`src/inc/tx_test_pkg.sv`:
```
// constants, types and the pattern step function for the test pattern generator
package tx_test_pkg;

    // register byte offsets
    localparam logic [7:0] OFS_CTRL = 8'h00;
    localparam logic [7:0] OFS_DAC  = 8'h04;
    localparam logic [7:0] OFS_CMD  = 8'h08;
    localparam logic [7:0] OFS_BUF  = 8'h0c;
    localparam logic [7:0] OFS_STAT = 8'h10;

    // command and status bit positions
    localparam int unsigned CMD_TXON_BIT  = 0;
    localparam int unsigned CMD_STOP_BIT  = 1;
    localparam int unsigned CMD_FLUSH_BIT = 2;
    localparam int unsigned STAT_ACT_BIT  = 0;
    localparam int unsigned STAT_OSC_BIT  = 1;
    localparam int unsigned STAT_FILL_LSB = 8;
    localparam int unsigned STAT_CRC_LSB  = 16;

    // test mode codes
    localparam logic [1:0] MODE_CARRIER = 2'h2;
    localparam logic [1:0] MODE_PRBS    = 2'h3;

    // reset values and pattern constants
    localparam logic [1:0]  MODE_RST     = 2'h0;
    localparam logic [15:0] DAC_RST      = 16'h0000;
    localparam logic [15:0] CRC_SEED     = 16'h0000;
    localparam logic [15:0] CRC_POLY_REV = 16'h8408;
    localparam logic [7:0]  PRBS_FEED    = 8'hff;
    localparam logic [7:0]  PREAMBLE     = 8'h00;
    localparam logic [7:0]  SFD_BYTE     = 8'ha7;
    localparam logic [2:0]  PREAMBLE_LEN = 3'h4;
    localparam logic [2:0]  HDR_LAST     = 3'h4;

    // transmit buffer geometry
    localparam int unsigned BUF_BYTES = 128;
    localparam int unsigned IDX_W     = 7;
    localparam logic [7:0]  BUF_FULL  = 8'h80;

    // bus responses
    localparam logic [1:0] RESP_OKAY   = 2'h0;
    localparam logic [1:0] RESP_SLVERR = 2'h2;

    typedef enum logic [2:0] {
        ST_IDLE = 3'h1,
        ST_HDR  = 3'h2,
        ST_DATA = 3'h4
    } tx_state_e;

    typedef struct packed {
        logic       valid;
        logic [7:0] data;
    } entry_s;

    typedef struct packed {
        tx_state_e                  st;
        logic [1:0]                 mode;
        logic [1:0]                 run_mode;
        logic [15:0]                dac;
        logic                       dac_ovr;
        logic                       active;
        logic [15:0]                crc;
        logic [2:0]                 hdr_cnt;
        logic [IDX_W-1:0]           rd_idx;
        logic [7:0]                 fill;
        logic [BUF_BYTES-1:0][7:0]  mem;
        entry_s                     head;
        entry_s                     tail;
        logic [1:0]                 osc_sync;
        logic                       aw_got;
        logic [7:0]                 aw_addr;
        logic                       w_got;
        logic [31:0]                w_data;
        logic [3:0]                 w_strb;
        logic                       awready;
        logic                       wready;
        logic                       bvalid;
        logic [1:0]                 bresp;
        logic                       arready;
        logic                       rvalid;
        logic [31:0]                rdata;
        logic [1:0]                 rresp;
    } state_s;

    // one byte through the bitwise reflected crc
    function automatic logic [15:0] crc_step(input logic [15:0] c,
                                             input logic [7:0]  d);
        logic [15:0] r;
        logic        fb;
        r = c;
        for (int i = 0; i < 8; i++) begin
            fb = r[0] ^ d[i];
            r  = {1'b0, r[15:1]};
            if (fb) begin
                r = r ^ CRC_POLY_REV;
            end
        end
        return r;
    endfunction

endpackage

```
`src/design/transmit_test_pattern_gen.sv`:
```
// transmit test pattern generator with an axi4-lite register slave
// Notes on behaviour
// - carrier mode forces static values onto the transmit i/q dac inputs.
// - mode 3 plus transmit-on sends crc pseudo-random bytes, not buffer data.
// - each byte is crc low byte; crc then advanced with byte 0xff.
// - pseudo-random data repeats with a period of 32767 bytes.
// - payload after header begins 00 78 b8 4b 99 c3 e9.
// - every transmit mode sends preamble and start delimiter before data.
// - mode 2 repeats buffer contents, ignoring buffer underflow.
// - repeated sequence is the full buffer: 128 bytes, 1024 bits.
module transmit_test_pattern_gen #(
    parameter int unsigned ADDR_W = 8
) (
    // clock and reset
    input  wire logic              i_clk_sys,
    input  wire logic              i_reset_n,
    // oscillator status pin
    input  wire logic              i_osc_stable,
    // axi4-lite write address and data
    input  wire logic              i_awvalid,
    output logic                   o_awready,
    input  wire logic [ADDR_W-1:0] i_awaddr,
    input  wire logic              i_wvalid,
    output logic                   o_wready,
    input  wire logic [31:0]       i_wdata,
    input  wire logic [3:0]        i_wstrb,
    // axi4-lite write response
    output logic                   o_bvalid,
    input  wire logic              i_bready,
    output logic [1:0]             o_bresp,
    // axi4-lite read
    input  wire logic              i_arvalid,
    output logic                   o_arready,
    input  wire logic [ADDR_W-1:0] i_araddr,
    output logic                   o_rvalid,
    input  wire logic              i_rready,
    output logic [31:0]            o_rdata,
    output logic [1:0]             o_rresp,
    // byte stream to the modulator
    output logic                   o_tx_valid,
    input  wire logic              i_tx_ready,
    output logic [7:0]             o_tx_data,
    // dac override and status
    output logic                   o_dac_override,
    output logic [15:0]            o_dac_value,
    output logic                   o_tx_active
);

    logic [1:0]           rst_sync_r;
    logic                 rst_n;
    tx_test_pkg::state_s  q_r;
    tx_test_pkg::state_s  q_nxt;
    logic                 gen_valid;
    logic [7:0]           gen_data;
    logic                 in_ready;
    logic                 push;
    logic                 pop;

    // reset released through two flops
    always_ff @(posedge i_clk_sys or negedge i_reset_n) begin
        if (!i_reset_n) begin
            rst_sync_r <= 2'h0;
        end else begin
            rst_sync_r <= {rst_sync_r[0], 1'b1};
        end
    end
    assign rst_n = rst_sync_r[1];

    always_comb begin
        q_nxt     = q_r;
        gen_valid = 1'b0;
        gen_data  = tx_test_pkg::PREAMBLE;
        q_nxt.osc_sync = {q_r.osc_sync[0], i_osc_stable};

        // byte source; payload kind fixed by the mode latched at start
        unique case (q_r.st)
            tx_test_pkg::ST_IDLE: begin
            end
            tx_test_pkg::ST_HDR: begin
                gen_valid = 1'b1;
                if (q_r.hdr_cnt < tx_test_pkg::PREAMBLE_LEN) begin
                    gen_data = tx_test_pkg::PREAMBLE;
                end else begin
                    gen_data = tx_test_pkg::SFD_BYTE;
                end
            end
            tx_test_pkg::ST_DATA: begin
                if (q_r.run_mode == tx_test_pkg::MODE_PRBS) begin
                    gen_valid = 1'b1;
                    gen_data  = q_r.crc[7:0];
                end else if (q_r.run_mode == tx_test_pkg::MODE_CARRIER) begin
                    gen_valid = 1'b1;
                    gen_data  = q_r.mem[q_r.rd_idx];
                end else begin
                    gen_valid = ({1'b0, q_r.rd_idx} < q_r.fill);
                    gen_data  = q_r.mem[q_r.rd_idx];
                end
            end
        endcase

        // two-entry buffer: ready only while the tail is free
        in_ready = !q_r.tail.valid;
        push     = gen_valid && in_ready;
        pop      = q_r.head.valid && i_tx_ready;
        if (pop) begin
            if (q_r.tail.valid) begin
                q_nxt.head       = q_r.tail;
                q_nxt.tail.valid = 1'b0;
            end else begin
                q_nxt.head.valid = push;
                q_nxt.head.data  = gen_data;
            end
            if (q_r.tail.valid && push) begin
                q_nxt.tail.valid = 1'b1;
                q_nxt.tail.data  = gen_data;
            end
        end else if (push) begin
            if (q_r.head.valid) begin
                q_nxt.tail.valid = 1'b1;
                q_nxt.tail.data  = gen_data;
            end else begin
                q_nxt.head.valid = 1'b1;
                q_nxt.head.data  = gen_data;
            end
        end

        // advance the source on each accepted byte
        if (push) begin
            unique case (q_r.st)
                tx_test_pkg::ST_IDLE: begin
                end
                tx_test_pkg::ST_HDR: begin
                    if (q_r.hdr_cnt == tx_test_pkg::HDR_LAST) begin
                        q_nxt.st = tx_test_pkg::ST_DATA;
                    end else begin
                        q_nxt.hdr_cnt = 3'(q_r.hdr_cnt + 3'h1);
                    end
                end
                tx_test_pkg::ST_DATA: begin
                    // polynomial stepping gives the long period
                    q_nxt.crc = tx_test_pkg::crc_step(q_r.crc,
                        tx_test_pkg::PRBS_FEED);
                    // index wraps at the buffer size, underflow ignored
                    q_nxt.rd_idx = q_r.rd_idx + 7'h1;
                    // a single pass ends on the last filled byte, even when
                    // the buffer is full and the index would wrap
                    if (q_r.run_mode != tx_test_pkg::MODE_PRBS &&
                        q_r.run_mode != tx_test_pkg::MODE_CARRIER &&
                        {1'b0, q_r.rd_idx} == 8'(q_r.fill - 8'h1)) begin
                        q_nxt.st = tx_test_pkg::ST_IDLE;
                    end
                end
            endcase
        end
        if (q_r.st == tx_test_pkg::ST_DATA && !gen_valid) begin
            q_nxt.st = tx_test_pkg::ST_IDLE;
        end

        // axi write channels taken in either order
        if (i_awvalid && q_r.awready) begin
            q_nxt.aw_got  = 1'b1;
            q_nxt.aw_addr = 8'(i_awaddr);
        end
        if (i_wvalid && q_r.wready) begin
            q_nxt.w_got  = 1'b1;
            q_nxt.w_data = i_wdata;
            q_nxt.w_strb = i_wstrb;
        end
        if (q_r.bvalid && i_bready) begin
            q_nxt.bvalid = 1'b0;
        end
        if (q_r.aw_got && q_r.w_got && !q_r.bvalid) begin
            q_nxt.aw_got = 1'b0;
            q_nxt.w_got  = 1'b0;
            q_nxt.bvalid = 1'b1;
            q_nxt.bresp  = tx_test_pkg::RESP_OKAY;
            unique case (q_r.aw_addr)
                tx_test_pkg::OFS_CTRL: begin
                    if (q_r.w_strb[0]) begin
                        q_nxt.mode = q_r.w_data[1:0];
                    end
                end
                tx_test_pkg::OFS_DAC: begin
                    if (q_r.w_strb[0]) begin
                        q_nxt.dac[7:0] = q_r.w_data[7:0];
                    end
                    if (q_r.w_strb[1]) begin
                        q_nxt.dac[15:8] = q_r.w_data[15:8];
                    end
                end
                tx_test_pkg::OFS_CMD: begin
                    if (q_r.w_strb[0]) begin
                        // start only from idle with the oscillator settled
                        if (q_r.w_data[tx_test_pkg::CMD_TXON_BIT] &&
                            q_r.osc_sync[1] &&
                            q_r.st == tx_test_pkg::ST_IDLE) begin
                            q_nxt.st       = tx_test_pkg::ST_HDR;
                            q_nxt.hdr_cnt  = 3'h0;
                            q_nxt.rd_idx   = '0;
                            q_nxt.crc      = tx_test_pkg::CRC_SEED;
                            q_nxt.run_mode = q_r.mode;
                        end
                        if (q_r.w_data[tx_test_pkg::CMD_STOP_BIT]) begin
                            q_nxt.st = tx_test_pkg::ST_IDLE;
                        end
                        if (q_r.w_data[tx_test_pkg::CMD_FLUSH_BIT]) begin
                            q_nxt.fill = 8'h00;
                        end
                    end
                end
                tx_test_pkg::OFS_BUF: begin
                    // writes past a full buffer are dropped
                    if (q_r.w_strb[0] && q_r.fill < tx_test_pkg::BUF_FULL) begin
                        q_nxt.mem[q_r.fill[tx_test_pkg::IDX_W-1:0]] =
                            q_r.w_data[7:0];
                        q_nxt.fill = 8'(q_r.fill + 8'h1);
                    end
                end
                tx_test_pkg::OFS_STAT: begin
                end
                default: begin
                    q_nxt.bresp = tx_test_pkg::RESP_SLVERR;
                end
            endcase
        end

        // axi read
        if (q_r.rvalid && i_rready) begin
            q_nxt.rvalid = 1'b0;
        end
        if (i_arvalid && q_r.arready) begin
            q_nxt.rvalid = 1'b1;
            q_nxt.rresp  = tx_test_pkg::RESP_OKAY;
            q_nxt.rdata  = 32'h0;
            unique case (8'(i_araddr))
                tx_test_pkg::OFS_CTRL: q_nxt.rdata[1:0]  = q_r.mode;
                tx_test_pkg::OFS_DAC:  q_nxt.rdata[15:0] = q_r.dac;
                tx_test_pkg::OFS_CMD:  q_nxt.rdata       = 32'h0;
                tx_test_pkg::OFS_BUF:  q_nxt.rdata       = 32'h0;
                tx_test_pkg::OFS_STAT: begin
                    q_nxt.rdata[tx_test_pkg::STAT_ACT_BIT] =
                        (q_r.st != tx_test_pkg::ST_IDLE);
                    q_nxt.rdata[tx_test_pkg::STAT_OSC_BIT] = q_r.osc_sync[1];
                    q_nxt.rdata[tx_test_pkg::STAT_FILL_LSB +: 8] = q_r.fill;
                    q_nxt.rdata[tx_test_pkg::STAT_CRC_LSB +: 16] = q_r.crc;
                end
                default: q_nxt.rresp = tx_test_pkg::RESP_SLVERR;
            endcase
        end

        // registered ready and override outputs
        q_nxt.awready = !q_nxt.aw_got && !q_nxt.bvalid;
        q_nxt.wready  = !q_nxt.w_got && !q_nxt.bvalid;
        q_nxt.arready = !q_nxt.rvalid;
        q_nxt.dac_ovr = (q_nxt.st != tx_test_pkg::ST_IDLE) &&
            (q_nxt.run_mode == tx_test_pkg::MODE_CARRIER);
        q_nxt.active  = (q_nxt.st != tx_test_pkg::ST_IDLE);
    end

    always_ff @(posedge i_clk_sys or negedge rst_n) begin
        if (!rst_n) begin
            q_r          <= '0;
            q_r.st       <= tx_test_pkg::ST_IDLE;
            q_r.mode     <= tx_test_pkg::MODE_RST;
            q_r.run_mode <= tx_test_pkg::MODE_RST;
            q_r.dac      <= tx_test_pkg::DAC_RST;
            q_r.crc      <= tx_test_pkg::CRC_SEED;
        end else begin
            q_r <= q_nxt;
        end
    end

    assign o_awready      = q_r.awready;
    assign o_wready       = q_r.wready;
    assign o_bvalid       = q_r.bvalid;
    assign o_bresp        = q_r.bresp;
    assign o_arready      = q_r.arready;
    assign o_rvalid       = q_r.rvalid;
    assign o_rdata        = q_r.rdata;
    assign o_rresp        = q_r.rresp;
    assign o_tx_valid     = q_r.head.valid;
    assign o_tx_data      = q_r.head.data;
    assign o_dac_override = q_r.dac_ovr;
    assign o_dac_value    = q_r.dac;
    assign o_tx_active    = q_r.active;
endmodule // transmit_test_pattern_gen

```
`config.mk`:
```
export PLATFORM = sky130hd
export DESIGN_NAME = transmit_test_pattern_gen
export DESIGN_NICKNAME = d
export VERILOG_FILES = /design/src/inc/tx_test_pkg.sv /design/src/design/transmit_test_pattern_gen.sv
export SDC_FILE = /design/constraint.sdc
export NUM_CORES = 2
export LEC_CHECK = 0
export BUFFER_PORTS_ARGS = -buffer_cell sky130_fd_sc_hd__buf_4
export CAP_MARGIN = 20
export CELL_PAD_IN_SITES_DETAIL_PLACEMENT = 1
export CELL_PAD_IN_SITES_GLOBAL_PLACEMENT = 1
export CORE_AREA = 2 2 428 430
export CTS_BUF_LIST = sky130_fd_sc_hd__clkbuf_8
export DETAILED_ROUTE_END_ITERATION = 8
export DIE_AREA = 0 0 430 432
export GPL_ROUTABILITY_DRIVEN = 0
export PLACE_DENSITY = 0.54
export RECOVER_POWER = 50
export SLEW_MARGIN = 15
export SYNTH_ARGS = -nofsm -noshare
export SYNTH_HDL_FRONTEND = slang
export SYNTH_SLANG_ARGS = --single-unit
```
`constraint.sdc`:
```
create_clock -name i_clk_sys -period 38.3 [get_ports i_clk_sys]
set_input_delay 5.745 -clock i_clk_sys [delete_from_list [all_inputs] [get_ports i_clk_sys]]
set_output_delay 5.745 -clock i_clk_sys [all_outputs]
set_load 0.02 [all_outputs]
```
==> impl_table.tex <==
\begin{tabular}{lr}
\hline
Metric & Value \\
\hline
\multicolumn{2}{l}{\textbf{GRT}} \\
Via count of the first global-routing pass & 33830 \\
First-pass GRT wire length & 233900 µm \\
Residual overflow from global routing & 0 \\
Number of antenna violations at the first check in global routing & 5 \\
Maximum number of pins on one net before global-route repair & 185 \\
Overall track demand over capacity in global routing & 16.78\% \\
\multicolumn{2}{l}{\textbf{Final layout}} \\
Final Net Count & 3753 \\
Fill count & 18800 \\
Final instance area & 60890 µm² \\
Multi-input logic area & 23070 µm² \\
Fraction of layout instances using a drive strength above 1 & 49.10\% \\
Area taken by flip-flops and latches & 29380 µm² \\
Area Growth Syn to Fin & 12.70\% \\
\multicolumn{2}{l}{\textbf{Power and ir drop}} \\
Part of the total power dissipated in sequential elements & 49.5\% \\
Power density normalized to cell area & 44.84 nW/µm² \\
Combinational cell fraction of total power & 9.1\% \\
Max VDD drop & 33.38 µV \\
Total net switching power & 0.8188 mW \\
Internal power of the cells & 1.911 mW \\
Sw Ratio & 29.99\% \\
Share of total power in the clock network & 41.3\% \\
Leakage dissipation & 28.30 nW \\
\multicolumn{2}{l}{\textbf{Synthesis}} \\
Top cells by count, synth & dfrtp\_1, mux2\_2, mux4\_2 \\
Cell area after technology mapping & 54030 µm² \\
Seq/Total Area, Yosys & 54.29\% \\
Number of distinct standard cells referenced by the synthesized netlist & 67 \\
Async set-or-reset flop fraction in the synthesized netlist & 100.0\% \\
Mean post-synth cell area & 15.00 µm² \\
Largest cells by area after synthesis & dfrtp\_1, mux2\_2, mux4\_2, clkbuf\_1, nand2\_1 \\
Cells after synthesis & 3602 \\
Number of enable-type register cells in the synthesized netlist & 0 \\
Leading area contributor after synthesis & dfrtp\_1 \\
Synth Register Bits & 1172 \\
Count leader, synth & dfrtp\_1 \\
Fraction of post-synthesis cell area in the top cell type by area & 54.24\% \\
Predominant post-synthesis flop cell & dfrtp\_1 \\
Warnings, synthesis & 0 \\
\multicolumn{2}{l}{\textbf{STA}} \\
Final Hold Fails & 0 \\
Fmax & 0.06138 GHz \\
Pins Over Slew Limit & 861 \\
Max Clock Skew & 0.04017 ns \\
Actual transition at the worst max-transition pin & 9.811 ns \\
Setup violations, final & 0 \\
Final critical-path share of the clock period & 42.54\% \\
Slew Limit Headroom & -554.1\% \\
Setup repair after global routing missed its margin & false \\
Sum of negative setup slack & 0 ns \\
Final critical-path required period & 16.29 ns \\
\multicolumn{2}{l}{\textbf{Floorplan}} \\
Std cell rows & 157 \\
Placeable core area & 181700 µm² \\
Overall die height & 432 µm \\
Die outline width & 430 µm \\
Area enclosed by the die boundary & 185800 µm² \\
Boundary Pins & 129 \\
Starting Density & 29.73\% \\
\multicolumn{2}{l}{\textbf{Clocking}} \\
TritonCTS Sinks & 1172 \\
Number of CTS-inserted buffers & 204 \\
Cts-stage hold buffer count & 0 \\
Clock Pin Slew Worst Setup and Hold Paths & 0.06 ns \\
Clock root buffer & clkbuf\_8 \\
Worst-skew pair later-pin latency & 0.94 ns \\
Number of cells upsized or downsized after cts & 0 \\
Clock H-tree levels & 4 \\
Maximum buffer depth of the clock tree & 3 \\
Number of buffers inserted to repair setup after CTS & 0 \\
TritonCTS clock tree & done \\
\multicolumn{2}{l}{\textbf{Worst setup path}} \\
Path depth of the worst reg2reg path & 3 \\
Slowest stage cell on the critical path & clkbuf\_1 \\
Worst path arrival time & 14.83 ns \\
Maximum fanout along the worst path & 184 \\
Cell with the most instances on the worst path & clkbuf\_1 \\
Worst Path Buf+Inv & 3 \\
Required time at the worst-slack endpoint & 36.84 ns \\
Worst-path cell chain & clkbuf\_1, clkbuf\_1, clkbuf\_1 \\
Crit path kind & flop to async pin \\
Source of the critical timing path & rst\_sync\_r[1] \\
Type of element capturing the critical path & async pin \\
Startpoint Class & flop \\
Critical register-to-register path startpoint & rst\_sync\_r[1] \\
Worst path depth & 3 \\
Setup slack on the worst flop-to-flop path & 22.01 ns \\
Cell family contributing the most delay on the critical path & buffers and inverters \\
Delay of the slowest critical-path stage & 6.99 ns \\
\multicolumn{2}{l}{\textbf{Drt}} \\
Remaining DRCs & 0 \\
Final wirelength & 153600 µm \\
Number of detailed-routing iterations run before antenna repair & 7 \\
Initial detailed-routing violation count & 1601 \\
WL/cell & 24.65 µm \\
Routed Antenna Nets & 0 \\
Vias & 31060 \\
Via density & 4.984 \\
\multicolumn{2}{l}{\textbf{Place}} \\
Post-detail-place hpwl & 95410 µm \\
Buffers added on ports & 108 \\
Placed cell area & 56960 µm² \\
\multicolumn{2}{l}{\textbf{Outcome}} \\
Failing checks & max-capacitance violations, max-slew violations \\
Run status & finished with violations \\
\multicolumn{2}{l}{\textbf{Hold path}} \\
Worst min-delay path category & flop to flop \\
Min-Delay Path Depth & 0 \\
\multicolumn{2}{l}{\textbf{Run}} \\
Total of max-cap violations & 13 \\
\hline
\end{tabular}
==> metrics by stage <==
stage / power [mW] / setup WS (ns) / hold WS [ns] / utilization [%] / instances
3_5_place_dp: 1.633 / 30.19 / 0.3364 / 31.35 / 5856
6_report: 2.730 / 22.01 / 0.3450 / 33.51 / 6232
2_1_floorplan: 1.489 / 3.213 / 0.3312 / - / 3603
4_1_cts: 2.789 / 30.83 / 0.3456 / 33.57 / 6227
5_1_grt: 2.868 / 18.75 / 0.3517 / 33.51 / 6232
3_3_place_gp: 1.630 / 30.23 / 0.3333 / 31.35 / 5856
==> worst min-delay path by stage <==
stage | end | start
2_1_floorplan | q_r[88] | q_nxt[88]
3_3_place_gp | rst_sync_r[1] | rst_sync_r[0]
3_5_place_dp | q_r[88] | q_nxt[88]
4_1_cts | q_r[88] | q_nxt[88]
5_1_grt | q_r[88] | q_nxt[88]
6_report | q_r[88] | q_nxt[88]
==> cell families after synthesis <==
group / count (synthesis) / synth area share (%)
other cells: 2 / 0.01390
fa+ha+maj: 12 / 0.2779
flops: 1172 / 54.29
mux: 1416 / 35.63
simple gates: 449 / 4.115
buf+inv: 327 / 2.890
xor+xnor: 30 / 0.4863
compound gates: 194 / 2.302
==> power groups by stage <==
stage          Combinational [mW]  Clock [mW]  Sequential [mW]
2_1_floorplan               0.170           0             1.32
3_3_place_gp                0.253           0             1.38
3_5_place_dp                0.255           0             1.38
4_1_cts                     0.256        1.18             1.36
5_1_grt                     0.273        1.23             1.36
6_report                    0.250        1.13             1.35
==> cells in the final DEF (no fill, tap or decap), types with 5 or more instances in the layout <==
master	netlist	final
dfrtp_1	1171	1158
mux2_2	1062	1062
mux4_2	298	298
clkbuf_8	0	255
nand2_1	162	164
buf_4	74	157
inv_1	17	104
nor2_1	73	87
o21ai_0	59	58
nor2_2	72	58
mux2i_1	42	42
a21oi_1	39	39
nand3_1	35	35
nor3_1	28	28
a211oi_1	21	21
xnor2_1	19	19
clkinv_2	0	17
a22oi_1	15	15
nor2b_1	14	14
mux2_1	14	14
clkbuf_1	165	14
or3_1	12	12
ha_1	12	12
dfrtp_4	0	12
xor2_1	11	11
o31ai_1	9	9
nand4_1	9	9
a21o_1	8	8
nand2b_1	7	7
and3_1	6	6
a22o_1	6	6
nor4_1	2	5
a221oi_1	5	5
o22ai_1	5	5
inv_6	0	5
==> per-layer routing <==
metal	global-route usage [%]	wire [µm]
met1	23.21	72120
met2	26.98	72630
met3	3.148	5693
met4	4.491	3183
met5	0	13
==> cell type report <==
type / count / share of cell area [%]
clock buffers: 255 / 5.764
diodes: 2 / 0.008220
multi-input cells: 2104 / 37.89
clock inverters: 116 / 0.8528
inverters: 22 / 0.1356
repair buffers: 176 / 2.199
well taps: 2385 / 4.901
flip-flops and latches: 1172 / 48.25
Note: power is estimated with default switching activity, not from simulation.
